==> config.mk <==
export PLATFORM = sky130hd
export DESIGN_NAME = eis_status
export DESIGN_NICKNAME = d
export VERILOG_FILES = /design/src/logic/eis_pkg.sv /design/src/logic/eis_status.sv
export VERILOG_INCLUDE_DIRS = /design/src /design/src/logic
export SDC_FILE = /design/constraint.sdc
export NUM_CORES = 1
export LEC_CHECK = 0
export BUFFER_PORTS_ARGS = -buffer_cell sky130_fd_sc_hd__buf_2
export CAP_MARGIN = 20
export CORE_MARGIN = 2
export CORE_UTILIZATION = 48
export CTS_CLUSTER_DIAMETER = 150
export DETAILED_ROUTE_END_ITERATION = 8
export HOLD_SLACK_MARGIN = 0.12
export PLACE_DENSITY = 0.77
export SYNTH_ARGS = -nofsm -noshare
export SYNTH_HDL_FRONTEND = slang
export SYNTH_SLANG_ARGS = --single-unit
==> constraint.sdc <==
create_clock -name clk -period 4.1 [get_ports clk]
set_input_delay 0.82 -clock clk [delete_from_list [all_inputs] [get_ports clk]]
set_output_delay 0.82 -clock clk [all_outputs]
set_load 0.01 [all_outputs]
==> src/logic/eis_consts.svh <==
// Constants for the Ethernet interrupt status block.
// Assumes a 32-bit Avalon-MM slave with byte addressing.
`ifndef EIS_CONSTS_SVH
`define EIS_CONSTS_SVH

// ----------------------------------------
// Register byte offsets
// ----------------------------------------
`define EIS_OFF_STATUS     8'h58
`define EIS_OFF_ENABLE     8'h5C
`define EIS_OFF_BYTE_TEST  8'h64
`define EIS_OFF_SW_CTRL    8'h80

// ----------------------------------------
// Status bit positions
// ----------------------------------------
`define EIS_BIT_SW         31
`define EIS_BIT_TXSTOP     25
`define EIS_BIT_RXSTOP     24
`define EIS_BIT_DROPMID    23
`define EIS_BIT_BUFDONE    21
`define EIS_BIT_RXDMA      20
`define EIS_BIT_TIMER      19
`define EIS_BIT_PHY        18
`define EIS_BIT_PME        17
`define EIS_BIT_TSOVF      16
`define EIS_BIT_OVERSIZE   15
`define EIS_BIT_RXERR      14
`define EIS_BIT_TXERR      13
`define EIS_BIT_TDUNDER    11
`define EIS_BIT_TDOVER     10
`define EIS_BIT_TDAVAIL    9
`define EIS_BIT_TSFULL     8
`define EIS_BIT_TSLEVEL    7
`define EIS_BIT_RXDROP     6
`define EIS_BIT_RDLEVEL    5
`define EIS_BIT_RSFULL     4
`define EIS_BIT_RSLEVEL    3

// ----------------------------------------
// Masks and reset values
// ----------------------------------------
// Bit 22 is reserved; bit 18 is writable as an enable but never cleared as a flag
`define EIS_IMPL_MASK      32'h83BFEFFF
`define EIS_W1C_MASK       32'h83BBEFFF
`define EIS_PHY_MASK       32'h00040000
`define EIS_STATUS_RESET   32'h00000000
`define EIS_ENABLE_RESET   32'h00000000
`define EIS_BYTE_TEST_VAL  32'h87654321
`define EIS_GPIO_W         3
`define EIS_OVERSIZE_BYTES 16'h0800

`endif

==> src/logic/eis_pkg.sv <==
// Types for the Ethernet interrupt status block.
// Assumes eis_consts.svh is compiled alongside.
package eis_pkg;

  // ----------------------------------------
  // Bus slave phase
  // ----------------------------------------
  typedef enum logic [0:0] {
    EIS_IDLE,
    EIS_ACK
  } eis_bus_state_t;

endpackage : eis_pkg

==> src/logic/eis_status.sv <==
// Interrupt status flags for an Ethernet controller with integrated PHY.
// Assumes source engines give one-cycle event pulses or levels on clk.
`timescale 1ns/1ps
`include "eis_consts.svh"

module eis_status (
  // Clock and reset
  input  wire logic        clk,
  input  wire logic        reset,
  // Avalon-MM slave
  input  wire logic [7:0]  avs_address,
  input  wire logic        avs_read,
  input  wire logic        avs_write,
  input  wire logic [31:0] avs_writedata,
  input  wire logic [3:0]  avs_byteenable,
  output logic      [31:0] avs_readdata,
  output logic             avs_waitrequest,
  // Event sources, same clock
  input  wire logic        tx_stop_request,
  input  wire logic        tx_halted,
  input  wire logic        rx_halted,
  input  wire logic        drop_counter_msb,
  input  wire logic        buffer_loaded,
  input  wire logic        completion_notify_marker,
  input  wire logic        receive_dma_done,
  input  wire logic        timer_wrap,
  input  wire logic        phy_event,
  input  wire logic        power_event,
  input  wire logic        tx_status_overflow,
  input  wire logic [15:0] rx_frame_length,
  input  wire logic        rx_frame_end,
  input  wire logic        rx_error,
  input  wire logic        tx_error,
  input  wire logic        tx_data_underrun,
  input  wire logic        tx_data_write,
  input  wire logic        tx_data_full,
  input  wire logic [7:0]  tx_free_space,
  input  wire logic [7:0]  tx_space_level,
  input  wire logic        tx_status_full,
  input  wire logic        tx_status_at_level,
  input  wire logic        rx_frame_dropped,
  input  wire logic        rx_data_at_level,
  input  wire logic        rx_status_full,
  input  wire logic        rx_status_at_level,
  input  wire logic [2:0]  pin_events,
  // Interrupt and wake
  output logic             master_interrupt,
  output logic             power_interrupt,
  output logic             wake_request
);

  // ----------------------------------------
  // Helpers
  // ----------------------------------------
  function automatic logic [31:0] lane_mask(input logic [3:0] be);
    lane_mask = {{8{be[3]}}, {8{be[2]}}, {8{be[1]}}, {8{be[0]}}};
  endfunction : lane_mask

  function automatic logic rising(input logic now, input logic last);
    rising = now & ~last;
  endfunction : rising

  // ----------------------------------------
  // State
  // ----------------------------------------
  eis_pkg::eis_bus_state_t bus_state;
  eis_pkg::eis_bus_state_t next_bus_state;
  logic [31:0]             interrupt_status_flags;
  logic [31:0]             interrupt_enable;
  logic                    software_request_enable;
  logic                    drop_msb_last;
  logic                    halted_last;
  logic                    rx_halted_last;
  logic [31:0]             event_vec;
  logic [31:0]             clear_vec;
  logic [31:0]             next_flags;
  logic [31:0]             read_mux;

  // ----------------------------------------
  // Bus decode
  // ----------------------------------------
  wire       access      = avs_read | avs_write;
  wire       take        = (bus_state == eis_pkg::EIS_ACK);
  wire       wr_take     = take & avs_write;
  wire       hit_status  = (avs_address == `EIS_OFF_STATUS);
  wire       hit_enable  = (avs_address == `EIS_OFF_ENABLE);
  wire       hit_bytest  = (avs_address == `EIS_OFF_BYTE_TEST);
  wire       hit_swctrl  = (avs_address == `EIS_OFF_SW_CTRL);
  wire [31:0] lanes      = lane_mask(avs_byteenable);

  // One wait state; request held by master until waitrequest low
  always_comb begin
    unique case (bus_state)
      eis_pkg::EIS_IDLE: next_bus_state = access ? eis_pkg::EIS_ACK : eis_pkg::EIS_IDLE;
      eis_pkg::EIS_ACK:  next_bus_state = eis_pkg::EIS_IDLE;
    endcase
  end

  assign avs_waitrequest = access & ~take;

  always_ff @(posedge clk or posedge reset) begin
    if (reset) begin
      bus_state <= eis_pkg::EIS_IDLE;
    end else begin
      bus_state <= next_bus_state;
    end
  end

  // ----------------------------------------
  // Event detection
  // ----------------------------------------
  always_comb begin
    event_vec                     = 32'h00000000;
    event_vec[`EIS_BIT_SW]        = software_request_enable;
    event_vec[`EIS_BIT_TXSTOP]    = tx_stop_request & rising(tx_halted, halted_last);
    event_vec[`EIS_BIT_RXSTOP]    = rising(rx_halted, rx_halted_last);
    event_vec[`EIS_BIT_DROPMID]   = rising(drop_counter_msb, drop_msb_last);
    event_vec[`EIS_BIT_BUFDONE]   = buffer_loaded & completion_notify_marker;
    event_vec[`EIS_BIT_RXDMA]     = receive_dma_done;
    event_vec[`EIS_BIT_TIMER]     = timer_wrap;
    event_vec[`EIS_BIT_PME]       = power_event;
    event_vec[`EIS_BIT_TSOVF]     = tx_status_overflow;
    event_vec[`EIS_BIT_OVERSIZE]  = rx_frame_end &
                                    (rx_frame_length > `EIS_OVERSIZE_BYTES);
    event_vec[`EIS_BIT_RXERR]     = rx_error;
    event_vec[`EIS_BIT_TXERR]     = tx_error;
    event_vec[`EIS_BIT_TDUNDER]   = tx_data_underrun;
    event_vec[`EIS_BIT_TDOVER]    = tx_data_write & tx_data_full;
    event_vec[`EIS_BIT_TDAVAIL]   = (tx_free_space > tx_space_level);
    event_vec[`EIS_BIT_TSFULL]    = tx_status_full;
    event_vec[`EIS_BIT_RSFULL]    = rx_status_full;
    event_vec[`EIS_BIT_TSLEVEL]   = tx_status_at_level;
    event_vec[`EIS_BIT_RDLEVEL]   = rx_data_at_level;
    event_vec[`EIS_BIT_RSLEVEL]   = rx_status_at_level;
    event_vec[`EIS_BIT_RXDROP]    = rx_frame_dropped;
    event_vec[`EIS_GPIO_W-1:0]    = pin_events;
  end

  // ----------------------------------------
  // Flag update
  // ----------------------------------------
  // Clear only on the accepting cycle, only enabled lanes
  assign clear_vec = (wr_take & hit_status) ?
                     (avs_writedata & lanes & `EIS_W1C_MASK) : 32'h00000000;

  // Set beats clear; PHY bit is a live copy, reserved bits forced low
  always_comb begin
    next_flags = ((interrupt_status_flags & ~clear_vec) | event_vec) & `EIS_W1C_MASK;
    next_flags[`EIS_BIT_PHY] = phy_event;
    next_flags = next_flags & `EIS_IMPL_MASK;
  end

  always_ff @(posedge clk or posedge reset) begin
    if (reset) begin
      interrupt_status_flags <= `EIS_STATUS_RESET;
    end else begin
      interrupt_status_flags <= next_flags;
    end
  end

  // ----------------------------------------
  // Enable and software control
  // ----------------------------------------
  always_ff @(posedge clk or posedge reset) begin
    if (reset) begin
      interrupt_enable        <= `EIS_ENABLE_RESET;
      software_request_enable <= 1'b0;
    end else begin
      if (wr_take & hit_enable) begin
        interrupt_enable <= ((interrupt_enable & ~lanes) | (avs_writedata & lanes)) &
                            `EIS_IMPL_MASK;
      end
      if (wr_take & hit_swctrl & avs_byteenable[0]) begin
        software_request_enable <= avs_writedata[0];
      end
    end
  end

  // ----------------------------------------
  // Edge history
  // ----------------------------------------
  always_ff @(posedge clk or posedge reset) begin
    if (reset) begin
      drop_msb_last  <= 1'b0;
      halted_last    <= 1'b0;
      rx_halted_last <= 1'b0;
    end else begin
      drop_msb_last  <= drop_counter_msb;
      halted_last    <= tx_halted;
      rx_halted_last <= rx_halted;
    end
  end

  // ----------------------------------------
  // Interrupt and wake outputs
  // ----------------------------------------
  // Master is the raw OR; any holdoff timer sits downstream of it
  assign master_interrupt = |(interrupt_status_flags & interrupt_enable);
  // Separate power path so a downstream holdoff cannot delay it
  assign power_interrupt  = interrupt_status_flags[`EIS_BIT_PME] &
                            interrupt_enable[`EIS_BIT_PME];

  // Wake pulse only from a byte test write, never from a power event
  always_ff @(posedge clk or posedge reset) begin
    if (reset) begin
      wake_request <= 1'b0;
    end else begin
      wake_request <= wr_take & hit_bytest;
    end
  end

  // ----------------------------------------
  // Read data
  // ----------------------------------------
  always_comb begin
    if (hit_status) begin
      read_mux = interrupt_status_flags;
    end else if (hit_enable) begin
      read_mux = interrupt_enable;
    end else if (hit_bytest) begin
      read_mux = `EIS_BYTE_TEST_VAL;
    end else if (hit_swctrl) begin
      read_mux = {31'h00000000, software_request_enable};
    end else begin
      read_mux = 32'h00000000;
    end
  end

  always_ff @(posedge clk or posedge reset) begin
    if (reset) begin
      avs_readdata <= 32'h00000000;
    end else if (avs_read & ~take) begin
      avs_readdata <= read_mux;
    end
  end

endmodule : eis_status

# After elaboration in Yosys (flattened, before gate mapping)
# Cells that the tools add are included.
dict set report op_classes {
  n_eq_ne 4
  muxes 7
  n_bitwise 29
  n_reduce_logical 1
  n_lt_le_gt_ge 2
}
# operator count
set op_table {}
lappend op_table {{AND 32 bit} 4}
lappend op_table {{2-to-1 mux 32 bit} 4}
lappend op_table {{inverter 32 bit} 2}
lappend op_table {{OR 32 bit} 2}
lappend op_table {{OR reduction 32 bit} 1}
lappend op_table {{== test 8 x 7 -> 1 bit (second input constant)} 3}
lappend op_table {{AND 1 bit} 16}
lappend op_table {{greater-than comparator 16 x 12 -> 1 bit (second input constant)} 1}
lappend op_table {{== test 8 bit (second input constant)} 1}
lappend op_table {{greater-than comparator 8 bit} 1}
lappend op_table {{inverter 1 bit} 4}
lappend op_table {{2-to-1 mux 1 bit} 2}
lappend op_table {{one-hot mux 1 bit (2 select lines)} 1}
lappend op_table {{OR 1 bit} 1}
dict set report totals {
  word_cells 52
  register_bits 88
  out_inout_bits 36
}

# Longest topological paths before layout
# Gate-level depths: netlist of the first run.
dict set report depth {
  word_depth 6
  depth_mapped 6
}

# Least setup slack after synthesis of the first run
# Ideal clock, no wire load.
dict set report synth_timing {
  path_kind {input to register}
  startpoint {input port avs_address[5]}
  endpoint {register (tool-made name)}
  arrival_time_ns 2.333
  path_stages 4
  n_path_buf 0
  path_slack_ns 1.640
  setup_ns 0.128
  required_ns 3.972
  cell_sequence {or4b_4 nor3_4 and3_1 mux2_1}
}
# element line_no
set synth_rtl {}
lappend synth_rtl {{from (decl)} eis_status.sv:11} ;# input wire logic [7:0] avs_address,

==> results of run 1 <==
## critical path, stage by stage, from the launching register on
cell	delay [ns]
dfrtp_1	0.42
a22oi_1	0.42
nand4_1	0.18
or3_1	0.42
buf_2	0.15
## stage by stage
stage          cells  area (um^2)  hold WS, ns  worst slack (ns)
3_5_place_dp     556         4740       0.4087             1.159
2_1_floorplan    343         4096       0.3928             1.172
3_3_place_gp     556         4740       0.3979             1.190
6_report         572         4981       0.4206             1.330
5_1_grt          572         4981       0.4483             1.322
4_1_cts          572         4981       0.4174             1.338
## power breakdown
| part | switching [mW] | internal (mW) |
|---|---|---|
| Clock | 0.312 | 0.408 |
| Combinational | 0.123 | 0.104 |
| Sequential | 0.0215 | 0.838 |
| Total | 0.457 | 1.35 |
## kinds of logic after synthesis
kind of cell / share of synthesized area (%)
muxes: 12.63
other: 0.09188
DFF: 50.28
and+or+nand+nor: 14.10
adders and majority gates: 2.453
AOI/OAI and AO/OA: 15.48
buffers and inverters: 4.966
## how the worst max path moves through the flow
stage                                             to      startpoint
final                               master_interrupt            flop
after detailed placement   interrupt_status_flags[9]  avs_address[5]
after global routing                master_interrupt            flop
after global placement     interrupt_status_flags[9]  avs_address[5]
after floorplan           asynchronous set/reset pin           reset
after CTS                           master_interrupt            flop
## area by class of cell
type                            count  area [um^2]  share of cell area, %
Tap cell                          105        131.4                  2.638
Sequential cell                    82         2052                  41.20
Clock inverter                      6        113.9                  2.286
Inverter                           12        46.29                 0.9294
Multi-Input combinational cell    225         1842                  36.98
Timing Repair Buffer              132        668.1                  13.41
Clock buffer                       10        127.6                  2.562
## synth_stat cells, types with 3 or more instances
cell type / instances / area share [%]
mux2_1: 3 / 0.83
a21o_1: 19 / 3.5
a22o_1: 5 / 1.1
nor2_1: 4 / 0.37
nand3_4: 3 / 1.3
nand2_1: 21 / 1.9
a21oi_1: 3 / 0.37
o31ai_1: 14 / 2.6
nand3_1: 27 / 3.3
clkbuf_1: 6 / 0.55
ha_1: 8 / 2.5
dfrtp_1: 82 / 50
inv_1: 12 / 1.1
nor4_1: 3 / 0.46
buf_4: 6 / 1.1
nand4_1: 5 / 0.77
buf_2: 4 / 0.49
mux2_4: 22 / 8.1
and2b_2: 9 / 1.9
a22oi_1: 8 / 1.5
mux2i_1: 14 / 3.4
buf_6: 4 / 1.1
o221a_1: 10 / 2.8
o21ai_1: 11 / 1.3
## per-layer routing
layer	wire (um)	track usage (%)	up-vias
li1	-	-	1495
met1	4632	31.06	1602
met2	4745	34.66	124
met3	693	4.777	12
met4	164	7.738	0
met5	0	0	-
==> results.txt, run 1 <==
----------------------------------------------------
[Clock network]
  Buffers inserted during post-CTS setup optimization ... 0
  Max Root-Sink Buffers ... 2
  Clock slew at reported path FFs ... 0.09 ns
  Number of buffers created by CTS ... 9
  Worst skew pair latency ... 0.37 ns
  Clk root buf ... clkbuf_8
  Number of cells upsized or downsized after cts ... 0
  CTS Sinks ... 82
  Depth of the CTS H-tree ... 3
  TritonCTS clock tree ... done
  Hold bufs inserted after CTS ... 0

[Floorplan]
  Total die area ... 9256 um^2
  Core footprint ... 8217 um^2
  Initial cell density of the core ... 49.67%
  Chip Width ... 96.21 um
  Standard-cell row count ... 33
  I/O pin count ... 142
  Die Y-Extent ... 96.21 um

[Run]
  Max-cap violations ... 0

[Worst setup path]
  Classification of the worst setup path ... reg2out
  CP required ... 3.28 ns
  Critical path launch point type ... flop
  Number of cells on the worst reg-to-reg path ... 4
  Type of destination of the critical path ... output port
  Startpoint of the worst-slack reg-to-reg timing path ... bus_state
  Worst-path fanout max ... 3
  R2R Path End ... avs_readdata[8]
  Arrival time worst endpoint ... 1.95 ns
  Worst R2R Setup Slack ... 1.78 ns

[Layout]
  Most used cells in the layout excluding fill and tap cells ... buf_2 (129), dfrtp_1 (82), nand3_1 (27)
  Post-layout net count ... 576
  Area Overhead vs Synth ... 22.04%
  Layout cell share with drive strength beyond 1 ... 40.69%
  Antenna cell count ... 0
  Final-layout fill cell count ... 693
  Post-layout utilization of the core ... 60.62%
  Most frequent standard cell in the layout excluding fill and tap cells ... buf_2

[Timing]
  Setup repair after global routing missed its margin ... no
  Final hold violations ... 0
  Final setup vio count ... 0
  Worst slew pin tran ... 1.033 ns
  Final sum of negative setup slack ... 0 ns
  Min cycle time layout ... 2.770 ns
  FMAX ... 0.3610 GHz
  Number of slew-limit violations in the final report ... 0
  Worst-case clock skew ... 0.01088 ns
  Max-slew headroom ... 30.21%
  Share of the cycle needed by the critical path after routing ... 67.55%

[Place]
  HPWL Detailed ... 7400 um
  Placer Congestion ... 0.8667
  IO Port Bufs ... 129

[Power]
  Worst supply voltage drop on vdd ... 0.1714 mV
  Leakage power of the design ... 2.446 nW
  Power per standard cell area ... 362.7 nW/um^2
  Final Total Pwr ... 1.806 mW

[GRT]
  Overall Global Routing Usage ... 22.35%
  Initial antenna violation count ... 0
  First-pass GRT wire length ... 15500 um
  Congestion Overflow GR ... 0
  Number of global-route vias before repair ... 3112
  Pin count of the biggest net entering global routing ... 56

[Worst hold path]
  Number of cells on the worst hold path ... 1
  Hold path start ... halted_last
  Min-Delay Endpoint ... interrupt_status_flags[25]
  Worst hold path type ... reg2reg

[Routing]
  DRC violation count after routing ... 0
  Number of vias per cell after detailed routing ... 5.652
  Number of antenna-violating nets in the routed design ... 0
  Average wire per standard cell ... 17.89 um
  First-pass iteration count of the detailed router ... 4
  Routed wire length ... 10240 um
  DRC marker count from the first detailed-route iteration ... 124
  Vias after detailed routing ... 3233

[Synth]
  Cell count after synthesis ... 339
  EDFF count, synth ... 0
  Share of synthesized area occupied by flip-flops and latches ... 50.28%
  Number of warning messages in the yosys log ... 0
  Post-Syn Area ... 4081 um^2
  Most used DFF post-synth ... dfrtp_1
  Share of flip-flops with an asynchronous set or reset ... 100.0%
  Number of synthesized register bits ... 82
  Number of distinct library cells after synthesis ... 55
  Avg Cell Area, Syn ... 12.04 um^2

[Outcome]
  Run status ... complete, no violations

----------------------------------------------------
No activity file was read; power rests on OpenSTA's default activity.
==> run 2, diff against run 1 <==
Settings changed: ABC_AREA set to 1.
Clock period 4.1 ns to 2.7 ns, I/O delays scaled along.
==> run 2 against run 1 <==
Clock-buffer cell count fell by 1. Final cell count up 35%. Flip-flop and latch count did not move. Sequential share of layout area shrank 0.35 points. Largest cell class unchanged.
==> results.txt, run 2 <==
----------------------------------------------------
[Outcome]
  Run status ... complete, no violations

[Routing]
  Routed wire length ... 10130 um (-0.99%)
  DRC marker count from the first detailed-route iteration ... 218 (+76%)
  Vias after detailed routing ... 3828 (+18%)
  Number of antenna-violating nets in the routed design ... 0 (unchanged)
  Average wire per standard cell ... 13.16 um (-26%)
  Number of vias per cell after detailed routing ... 4.971 (-12%)
  DRC violation count after routing ... 0 (unchanged)
  First-pass iteration count of the detailed router ... 4 (unchanged)

[Synth]
  Share of synthesized area occupied by flip-flops and latches ... 49.82% (-0.46 points)
  Avg Cell Area, Syn ... 7.713 um^2 (-36%)
  Number of warning messages in the yosys log ... 0 (unchanged)
  Yosys top cell area share ... 49.82% (-0.46 points)
  Share of flip-flops with an asynchronous set or reset ... 100.0% (unchanged)
  Most common library cells after synthesis ... nand2_1 (201), dfrtp_1 (82), inv_1 (56)
  Number of synthesized register bits ... 82 (unchanged)
  Cell with the most instances after synthesis ... nand2_1
  Post-Syn Area ... 4119 um^2 (+0.92%)
  Cell count after synthesis ... 534 (+58%)
  Area contributors post-synth ... dfrtp_1 (50%), nand2_1 (18%), inv_1 (5.1%)
  Number of distinct library cells after synthesis ... 31 (-44%)
  Cell type with the largest total area after synthesis ... dfrtp_1
  Most used DFF post-synth ... dfrtp_1
  EDFF count, synth ... 0 (unchanged)

[Place]
  Post-Place Cell Area ... 4817 um^2 (+1.6%)
  HPWL Detailed ... 7865 um (+6.3%)
  IO Port Bufs ... 129 (unchanged)
  Placed cells ... 755 (+36%)
  Placer Congestion ... 0.9044 (+4.3%)

[Clock network]
  Hold bufs inserted after CTS ... 0 (unchanged)
  CTS Sinks ... 82 (unchanged)
  Max Root-Sink Buffers ... 2 (unchanged)
  Number of buffers created by CTS ... 9 (unchanged)
  Buffers inserted during post-CTS setup optimization ... 0 (unchanged)
  Clk root buf ... clkbuf_8
  Clock slew at reported path FFs ... 0.08 ns (about the same)
  TritonCTS clock tree ... done
  Worst skew pair latency ... 0.34 ns (-0.03 ns)
  Depth of the CTS H-tree ... 3 (unchanged)
  Number of cells upsized or downsized after cts ... 0 (unchanged)

[Worst setup path]
  CP cell instances ... nand2_1 > nand2_1 > nor2_1 > nand3_1 > nor3_1 > nand3_1 > buf_2
  Number of cells on the worst reg-to-reg path ... 4 (unchanged)
  Max incr delay on CP ... 0.41 ns (about the same)
  CP required ... 2.16 ns (-1.12 ns)
  Type of destination of the critical path ... output port
  Buffers plus inverters on the worst setup path ... 1 (unchanged)
  Arrival time worst endpoint ... 1.72 ns (-0.23 ns)
  Critical path launch point type ... flop
  Stages on worst setup path ... 7 (+3)
  Classification of the worst setup path ... reg2out
  CP top delay family ... simple AND/OR/NAND/NOR gates
  Cell with the largest stage delay on the worst path ... dfrtp_1
  Worst-path fanout max ... 3 (unchanged)

[Layout]
  Layout cell share with drive strength beyond 1 ... 24.51% (-16 points)
  Post-layout utilization of the core ... 60.83% (+0.21 points)
  Design Area, Final ... 5024 um^2 (+0.85%)
  Post-layout net count ... 775 (+35%)
  Most used cells in the layout excluding fill and tap cells ... nand2_1 (201), buf_2 (129), dfrtp_1 (82)
  Most frequent standard cell in the layout excluding fill and tap cells ... nand2_1
  Final-layout fill cell count ... 771 (+11%)
  Area Overhead vs Synth ... 21.96% (about the same)
  Antenna cell count ... 0 (unchanged)
  Post-route insts no fill ... 770 (+35%)

[Timing]
  Number of slew-limit violations in the final report ... 0 (unchanged)
  Final setup vio count ... 0 (unchanged)
  FMAX ... 0.4420 GHz
  Max-slew headroom ... 48.64% (+18 points)
  Worst slew pin tran ... 0.7675 ns (-0.2656 ns)
  Setup repair after global routing missed its margin ... no
  Share of the cycle needed by the critical path after routing ... 83.79%
  Worst-case clock skew ... 0.008871 ns (-0.002009 ns)
  Final sum of negative setup slack ... 0 ns (unchanged)
  Final hold violations ... 0 (unchanged)
  Min cycle time layout ... 2.262 ns

[Floorplan]
  Total die area ... 9338 um^2 (+0.89%)
  Chip Width ... 96.64 um (+0.44%)
  Standard-cell row count ... 33 (unchanged)
  I/O pin count ... 142 (unchanged)
  Initial cell density of the core ... 49.88% (+0.21 points)
  Core footprint ... 8258 um^2 (+0.50%)
  Die Y-Extent ... 96.64 um (+0.44%)

[GRT]
  Initial antenna violation count ... 0 (unchanged)
  Overall Global Routing Usage ... 22.29% (-0.059 points)
  Number of global-route vias before repair ... 3850 (+24%)
  First-pass GRT wire length ... 17220 um (+11%)
  Pin count of the biggest net entering global routing ... 47 (-16%)
  Congestion Overflow GR ... 0 (unchanged)

[Power]
  Power per standard cell area ... 506.0 nW/um^2 (+40%)
  Leakage power of the design ... 2.807 nW (+15%)
  Worst supply voltage drop on vdd ... 0.2335 mV (+36%)
  Final Total Pwr ... 2.542 mW (+41%)

[Worst hold path]
  Worst hold path type ... in2async

[Run]
  Max-cap violations ... 0 (unchanged)

----------------------------------------------------
## run 2: cell count changes after synthesis, sizes merged, moves of 19 or more
cell   before  now
nor2        4   44
mux2       26    0
inv        12   58
o21ai      12   32
a21o       19    0
nand2      21  206
## run 2: layout make-up
type,instances,area [um^2],share of cell area [%]
well taps,105,131.4,2.615
multi-input cells,377,1727,34.37
clock buffers,9,123.9,2.466
clock inverters,6,82.58,1.644
flip-flops and latches,82,2052,40.85
repair buffers,133,688.2,13.70
inverters,58,219.0,4.359
## run 2: path summary, 6_finish.rpt
| check | slack, ns | from | endpoint |
|---|---|---|---|
| max | 0.44 | interrupt_status_flags[7] | master_interrupt |
| min | 0.25 | reset | interrupt_status_flags[3] |
| max reg2reg | 1.09 | bus_state | avs_readdata[9] |
| min reg2reg | 0.43 | rx_halted_last | interrupt_status_flags[24] |
| max in group asynchronous | 1.79 | reset | asynchronous set/reset pin |
| min in group clk | 0.31 | phy_event | interrupt_status_flags[18] |
## run 2: worst reg2reg max path: cells and delay by family (launching register included)
kind,cells,cell delay (ns)
buffers and inverters,1,0.39
flip-flops,1,0.41
AND/OR/NAND/NOR,3,0.69
## run 2: stage by stage
step / hold WS (ns) / setup WS (ns)
after detailed placement: 0.4266 / 0.7107
after global routing: 0.2840 / 0.3712
final: 0.2467 / 0.4377
after CTS: 0.2681 / 0.4353
after global placement: 0.4052 / 0.7905
after floorplan: 0.3996 / 0.05156
## run 2: report_power, final
| group | internal, mW | leakage (nW) | total, mW | switching, mW |
|---|---|---|---|---|
| clock | 0.511 | 0.105 | 0.933 | 0.423 |
| combinational | 0.133 | 1.72 | 0.317 | 0.183 |
| sequential | 1.27 | 0.982 | 1.29 | 0.0233 |
## run 2: routing by layer
layer	global-route usage, %	wire length [um]
met1	27.98	4271
met5	0	0
met3	5.780	780
met4	6.176	146
met2	38.25	4935
## run 2: kinds of logic (layout without fill, tap and decap cells)
family	after synthesis	in the layout	synth area share (%)
other cells	1	5	0.09104
simple gates	302	302	30.35
flops	82	82	49.82
buf+inv	79	206	8.688
compound gates	62	62	8.627
fa+ha+maj	8	8	2.430
